--- src/common/cdcseq_pkg.sv ---
// constants, register map and carrier types for the conversion sequencer
// assumes a 25 MHz pclk and an APB slave with 32-bit data
package cdcseq_pkg;
	localparam int          CLK_HZ          = 25_000_000;
	localparam int          SAMPLE_HZ       = 250_000;
	localparam int          SAMPLE_CYC      = CLK_HZ / SAMPLE_HZ;
	localparam int          STAGE_US_256    = 3072;
	localparam int          FILTER_MULT     = 3;
	localparam int          WAKE_STEP_MS    = 200;
	localparam int          WAKE_STEP_CYC   = WAKE_STEP_MS * (CLK_HZ / 1000);
	localparam int          NUM_STAGES      = 8;
	localparam logic [11:0] OFS_CONTROL     = 12'h000;
	localparam logic [11:0] IDX_RESULT0     = 12'h00b;
	localparam logic [11:0] IDX_STAGE_CFG0  = 12'h020;
	localparam logic [11:0] IDX_SAMPLE_IN   = 12'h030;
	localparam logic [11:0] IDX_STATUS      = 12'h031;
	localparam int          DEC_LSB         = 8;
	localparam int          LAST_LSB        = 4;
	localparam int          WAKE_LSB        = 2;
	localparam int          MODE_LSB        = 0;
	localparam logic [15:0] CONTROL_RESET   = 16'h0000;
	localparam logic [1:0]  MODE_FULL       = 2'h0;
	localparam logic [1:0]  MODE_LOW        = 2'h2;

	// per-stage configuration as stored by software
	typedef struct packed {
		logic [1:0] input_sel;
		logic [5:0] minus_side_trim;
		logic [5:0] plus_side_trim;
	} cdcseq_stage_cfg_s;

	// what the front end is told for the current conversion
	typedef struct packed {
		logic [2:0]        stage;
		cdcseq_stage_cfg_s cfg;
	} cdcseq_fe_s;
endpackage : cdcseq_pkg

--- src/hw/cdcseq_top.sv ---
// conversion sequencer with decimating averager and APB register file
// assumes modulator bit arrives from the analog domain, asynchronous to pclk
//
// The implementer's own choice: the APB interface to the registers.
module cdcseq_top
	import cdcseq_pkg::*;
#(
	parameter int STAGE_CYC_256 = STAGE_US_256 * (CLK_HZ / 1_000_000),
	parameter int WAKE_CYC      = WAKE_STEP_CYC
)(
	input  wire logic                  pclk,
	input  wire logic                  presetn,
	input  wire logic                  psel,
	input  wire logic                  penable,
	input  wire logic                  pwrite,
	input  wire logic [11:0]           paddr,
	input  wire logic [31:0]           pwdata,
	output logic      [31:0]           prdata,
	output logic                       pready,
	output logic                       pslverr,
	input  wire logic                  modulator_bit,
	output cdcseq_pkg::cdcseq_fe_s     front_end,
	output logic                       sample_strobe,
	output logic                       converting,
	output logic                       pair_plus_active,
	output logic                       pair_minus_active
);
	import cdcseq_pkg::*;

	typedef enum logic [1:0] {
		ST_IDLE  = 2'b00,
		ST_CONV  = 2'b01,
		ST_SLEEP = 2'b10
	} cdcseq_state_e;

	logic [15:0]       control;
	cdcseq_stage_cfg_s stage_cfg [NUM_STAGES];
	logic [15:0]       stage_result [NUM_STAGES];
	logic [15:0]       pair_level;
	cdcseq_state_e     state;
	logic [2:0]        stage;
	logic [31:0]       stage_cnt;
	logic [31:0]       wake_cnt;
	logic [7:0]        sample_div;
	logic [25:0]       acc;
	logic [9:0]        acc_cnt;
	logic              mod_meta;
	logic              mod_sync;
	logic [1:0]        mode;
	logic [2:0]        last_stage;
	logic [9:0]        ratio;
	logic [31:0]       stage_len;
	logic              stage_done;
	logic              wr_en;
	logic              ctrl_wr;
	logic [11:0]       idx;

	// ratio from the decimation field
	function automatic logic [9:0] dec_ratio(input logic [1:0] f);
		unique case (f)
			2'b00:   dec_ratio = 10'd256;
			2'b01:   dec_ratio = 10'd128;
			default: dec_ratio = 10'd64;
		endcase
	endfunction : dec_ratio

	assign mode       = control[MODE_LSB +: 2];
	assign last_stage = control[LAST_LSB +: 3];
	assign ratio      = dec_ratio(control[DEC_LSB +: 2]);
	// stage time scales with the ratio: 256 -> full, 128 -> half, 64 -> quarter
	assign stage_len  = STAGE_CYC_256 / (32'd256 / 32'(ratio));
	// a control write restarts the stage timer, so a shorter ratio never
	// leaves the counter beyond the new end point
	assign ctrl_wr    = wr_en && (idx == OFS_CONTROL);
	assign stage_done = (state == ST_CONV) && !ctrl_wr &&
		(stage_cnt == stage_len - 1);

	// two-stage synchroniser for the modulator bit
	always_ff @(posedge pclk or negedge presetn)
		if (!presetn)
		begin
			mod_meta <= 1'b0;
			mod_sync <= 1'b0;
		end
		else
		begin
			mod_meta <= modulator_bit;
			mod_sync <= mod_meta;
		end

	// 250 kHz sample tick
	always_ff @(posedge pclk or negedge presetn)
		if (!presetn)
			sample_div <= 8'h00;
		else if (state != ST_CONV || sample_div == 8'(SAMPLE_CYC - 1))
			sample_div <= 8'h00;
		else
			sample_div <= sample_div + 8'h01;
	assign sample_strobe = (state == ST_CONV) &&
		(sample_div == 8'(SAMPLE_CYC - 1));

	// sequencer: full power runs back to back, low power sleeps between runs
	always_ff @(posedge pclk or negedge presetn)
		if (!presetn)
		begin
			state     <= ST_IDLE;
			stage     <= 3'h0;
			stage_cnt <= 32'h0;
			wake_cnt  <= 32'h0;
		end
		else if (mode != MODE_FULL && mode != MODE_LOW)
		begin
			state     <= ST_IDLE;
			stage     <= 3'h0;
			stage_cnt <= 32'h0;
		end
		else
			unique case (state)
				ST_IDLE:
				begin
					state     <= ST_CONV;
					stage     <= 3'h0;
					stage_cnt <= 32'h0;
				end
				ST_CONV:
					if (ctrl_wr)
						stage_cnt <= 32'h0;
					else if (stage_done)
					begin
						stage_cnt <= 32'h0;
						if (stage != last_stage)
							stage <= stage + 3'h1;
						else if (mode == MODE_LOW)
						begin
							state    <= ST_SLEEP;
							wake_cnt <= 32'h0;
						end
						else
							stage <= 3'h0;
					end
					else
						stage_cnt <= stage_cnt + 32'h1;
				ST_SLEEP:
					if (mode == MODE_FULL ||
						wake_cnt == WAKE_CYC * (32'(control[WAKE_LSB +: 2]) + 1) - 1)
					begin
						state     <= ST_CONV;
						stage     <= 3'h0;
						stage_cnt <= 32'h0;
					end
					else
						wake_cnt <= wake_cnt + 32'h1;
				default:
					state <= ST_IDLE;
			endcase

	assign converting = (state == ST_CONV);

	// front end gets this stage's own input and trim settings
	always_ff @(posedge pclk or negedge presetn)
		if (!presetn)
			front_end <= '0;
		else
		begin
			front_end.stage <= stage;
			front_end.cfg   <= stage_cfg[stage];
		end

	// averager: sums at most 3*ratio samples (3*ratio-1 at the default stage time), result is the mean scaled to 16 bits
	always_ff @(posedge pclk or negedge presetn)
		if (!presetn)
		begin
			acc     <= 26'h0;
			acc_cnt <= 10'h0;
		end
		else if (state != ST_CONV || stage_done || ctrl_wr)
		begin
			acc     <= 26'h0;
			acc_cnt <= 10'h0;
		end
		else if (sample_strobe && acc_cnt < 10'(FILTER_MULT) * ratio)
		begin
			acc     <= acc + (mod_sync ? 26'h0ffff : 26'h0);
			acc_cnt <= acc_cnt + 10'h1;
		end

	// store result at end of stage
	always_ff @(posedge pclk or negedge presetn)
		if (!presetn)
			for (int i = 0; i < NUM_STAGES; i++)
				stage_result[i] <= 16'h0000;
		else if (stage_done)
			stage_result[stage] <= (acc_cnt == 10'h0) ? 16'h0000 :
				16'(acc / 26'(acc_cnt));

	// differential pair: positive swing vs negative swing on stage 0
	always_comb
	begin
		pair_plus_active  = 1'b0;
		pair_minus_active = 1'b0;
		if (stage_result[0] > pair_level + 16'h1000)
			pair_plus_active = 1'b1;
		else if (stage_result[0] < pair_level - 16'h1000)
			pair_minus_active = 1'b1;
	end

	// APB register file, zero wait states
	assign idx     = paddr >> 2;
	assign wr_en   = psel && penable && pwrite;
	assign pready  = 1'b1;
	assign pslverr = 1'b0;

	always_ff @(posedge pclk or negedge presetn)
		if (!presetn)
		begin
			control    <= CONTROL_RESET;
			pair_level <= 16'h8000;
			for (int i = 0; i < NUM_STAGES; i++)
				stage_cfg[i] <= '0;
		end
		else if (wr_en)
		begin
			if (idx == OFS_CONTROL)
				control <= pwdata[15:0];
			else if (idx == IDX_SAMPLE_IN)
				pair_level <= pwdata[15:0];
			else if (idx >= IDX_STAGE_CFG0 &&
				idx < IDX_STAGE_CFG0 + 12'(NUM_STAGES))
				stage_cfg[3'(idx - IDX_STAGE_CFG0)] <= pwdata[13:0];
		end

	// read mux
	always_ff @(posedge pclk or negedge presetn)
		if (!presetn)
			prdata <= 32'h0;
		else if (psel && !penable && !pwrite)
		begin
			prdata <= 32'h0;
			if (idx == OFS_CONTROL)
				prdata <= {16'h0, control};
			else if (idx >= IDX_RESULT0 &&
				idx < IDX_RESULT0 + 12'(NUM_STAGES))
				prdata <= {16'h0, stage_result[3'(idx - IDX_RESULT0)]};
			else if (idx >= IDX_STAGE_CFG0 &&
				idx < IDX_STAGE_CFG0 + 12'(NUM_STAGES))
				prdata <= {18'h0, stage_cfg[3'(idx - IDX_STAGE_CFG0)]};
			else if (idx == IDX_SAMPLE_IN)
				prdata <= {16'h0, pair_level};
			else if (idx == IDX_STATUS)
				prdata <= {27'h0, state == ST_SLEEP, converting, stage};
		end
endmodule : cdcseq_top

--- config.mk ---
export PLATFORM = sky130hd
export DESIGN_NAME = cdcseq_top
export DESIGN_NICKNAME = d
export VERILOG_FILES = /design/src/common/cdcseq_pkg.sv /design/src/hw/cdcseq_top.sv
export SDC_FILE = /design/constraint.sdc
export NUM_CORES = 2
export LEC_CHECK = 0
export BUFFER_PORTS_ARGS = -buffer_cell sky130_fd_sc_hd__buf_2
export CAP_MARGIN = 0
export CORE_MARGIN = 3
export CORE_UTILIZATION = 45
export DETAILED_ROUTE_END_ITERATION = 10
export GPL_ROUTABILITY_DRIVEN = 0
export GPL_TIMING_DRIVEN = 0
export PLACE_DENSITY = 0.6
export RECOVER_POWER = 50
export SYNTH_ARGS = -nofsm -noshare
export SYNTH_HDL_FRONTEND = slang
export SYNTH_SLANG_ARGS = --single-unit
--- constraint.sdc ---
create_clock -name pclk -period 110 [get_ports pclk]
set_input_delay 16.5 -clock pclk [delete_from_list [all_inputs] [get_ports pclk]]
set_output_delay 16.5 -clock pclk [all_outputs]
set_load 0.02 [all_outputs]
==> metrics.cfg <==
[power]
cellPowerDensity_mw_per_mm2 = 9.11
p_sw_uw = 91.8
share_seq_of_total_power = 0.457
leakagePower_nw = 16.4
clkPwrFrac = 0.451
ir_drop_uv = 9.59
swShare = 0.264
intPower_uw = 256
combPwrFrac = 0.092

[setup_path]
r2r_end = stage_result[96]$_DFFE_PN0P_
cp.arrival_ns = 80.83
crit_path_frequent_cell = o21a_1
timing.setup.critical_path_class = flip-flop to flip-flop
required_ns = 110.42
start_kind = flip-flop
r2r_slack_ns = 29.59
cp_max_fo = 26
reg2reg_from = acc_cnt[3]$_DFFE_PN0P_
critPathSlowestCell = inv_1
rr_worst_depth = 332
end_kind = flip-flop
max_stage_delay_ns = 0.96
startpoint = acc_cnt[3]$_DFFE_PN0P_

[routing]
route.top_layer_used = met4
via_per_inst = 5.93
routed_wl_mm = 102
wl_met1_mm = 49.0
routedWlPerCell_um = 19.7
drt_pass1_iterations = 6
drtIter0Drc = 2317
dr_wl_met3_mm = 5.18
drc = 0
route.antenna.remaining_nets = 0
vias = 30776
routed-wl-met2_mm = 45.0

[cts]
root_buffer = clkbuf_16
cts_tree = built
hold_buffers = 0
numClockSinks = 420
path_clk_slew_ns = 0.06
post_cts_resized = 0
clk_latency_ns = 0.61
post_cts_buffers = 0
htreeDepth = 2
clk_path_buf_depth = 3
cts_buffers = 46

[timing]
slew_headroom = -2.96
fin_skew_ns = 0.0521
layout_min_cycle_time_ns = 80.41
setup-violations-final = 0
min_period_over_period = 0.731
worst_slack_ns = 29.59
setup_tns_ns = 0
tightest_slew_ns = 5.94
fmax_mhz = 12.4
final_hold_viol_count = 0
slew_viol_final = 429
rsz0062_at_grt = no

[floorplan]
initial_utilization = 0.457
rows = 101
die_x_um = 285
core_sq_mm = 0.0765
io-pin-count = 105
die_h_um = 285
die-area_sq_mm = 0.0811

[hold_path]
hold_end = mod_sync$_DFF_PN0_
holdCritPathClass = flip-flop to flip-flop
hp-start = mod_meta$_DFF_PN0_
min_path_cells = 0

[global_route]
overflow = 0
antenna_found_initial = 2
grt_start_max_net_pins = 114
grt_usage = 0.246
grt_pass1_vias = 29457
grt_pass1_wl_mm = 163

[cells_and_area]
final_cell_mix = 438 x nand2_1, 419 x dfrtp_1, 365 x nor2_1, 279 x ha_1, 271 x o21ai_0
drive_gt1_frac = 0.123
fin_util = 0.499
layout_commonest_cell = nand2_1
syn_to_final_growth_pct = 9.11
fin_cells = 5188
fin_nets = 4452
final_cell_area_sq_mm = 0.0382

[yosys]
ys_seq_elements = 420
syn_avg_cell_area_sq_um = 8.74
synth.distinct_cells = 116
netlist_area_sq_mm = 0.0350
yosysSeqAreaShare = 0.301
async_flop_share = 1.00
syn_inst = 4000
synth_edf_count = 0
yosys_warnings = 0
ys.flop_type = dfrtp_1

[status]
violations = max-capacitance violations, max-slew violations
status = complete, but fails checks

[place]
portBuffers = 53
place_worst_setup_slack_ns = 30.37
dp.cells = 5103
dp_hpwl_mm = 75.8
dpl_cell_area_sq_mm = 0.0367

[job]
max_cap_viol_count = 5

-- flip-flops by register name, indices dropped and copies added (netlist names), 8 cells and up --
signal / cells
prdata: 16
front_end: 17
stage_result: 128
control: 16
stage_cfg: 112
stage_cnt: 32
acc: 26
sample_div: 8
acc_cnt: 10
pair_level: 16
wake_cnt: 32
-- routing by layer --
layer  GRT usage  vias up
met4      0.0664        0
met3      0.0274      148
li1            -    14986
met1       0.356    14885
met2       0.390      757
met5           0        -
-- worst max-delay path: cells and delay by family, from the launching register on --
family          cells  cell delay [ns]
buf+inv            34            10.73
fa+ha+maj          25             7.75
mux                 7             2.43
simple gates       87            19.71
flops               1             0.44
compound gates    179            39.11
-- cell families after synthesis --
kind of cell,share of synthesized area
mux,0.118
xor+xnor,0.0483
buf+inv,0.0371
simple gates,0.193
flops,0.301
other cells,0.000215
compound gates,0.203
fa+ha+maj,0.101
-- power groups by stage --
stage | logic [mW] | clock network [mW] | registers (mW)
3_5_place_dp | 0.0326 | 0 | 0.162
6_report | 0.0319 | 0.157 | 0.159
4_1_cts | 0.0327 | 0.159 | 0.159
2_1_floorplan | 0.0180 | 0 | 0.162
3_3_place_gp | 0.0318 | 0 | 0.162
5_1_grt | 0.0355 | 0.166 | 0.159
-- Yosys cell counts, drive strengths merged (52+ instances only) --
cell    instances  area share
o31ai          79       0.017
mux2i          56       0.017
mux4           52       0.033
nor2          366       0.039
nor3          164       0.024
nand2         438       0.047
xor2           71       0.018
dfrtp         419        0.30
o21ai         289       0.042
o21a          124       0.027
inv           108       0.012
a21oi         191       0.028
buf            67       0.010
mux2          210       0.068
clkbuf        139       0.015
nand3          88       0.013
xnor2         122       0.031
ha            279        0.10
-- layout make-up --
type	count	area, sq um
plain buffers	206	885
diodes	2	5.00
clock inverters	13	183
repair buffers	58	305
clock buffers	69	1340
inverters	110	413
flip-flops and latches	420	10500
multi-input cells	3280	23200
fillers	7412	38300
well taps	1030	1290
-- stage by stage --
step	hold WS, ns	total power, mW
2_1_floorplan	0.331	0.180
3_3_place_gp	0.334	0.194
3_5_place_dp	0.340	0.194
4_1_cts	0.358	0.351
5_1_grt	0.372	0.361
6_report	0.358	0.348
-- how the worst max path moves through the flow --
stage                              endpoint  slack (ns)  cells past startpoint
2_1_floorplan   stage_result[0]$_DFFE_PN0P_       43.67                    329
3_3_place_gp   stage_result[96]$_DFFE_PN0P_       30.54                    331
3_5_place_dp   stage_result[32]$_DFFE_PN0P_       30.37                    332
4_1_cts        stage_result[96]$_DFFE_PN0P_       29.97                    332
5_1_grt        stage_result[96]$_DFFE_PN0P_       22.48                    334
6_report       stage_result[96]$_DFFE_PN0P_       29.59                    332
No activity file was read; power rests on OpenSTA's default activity.
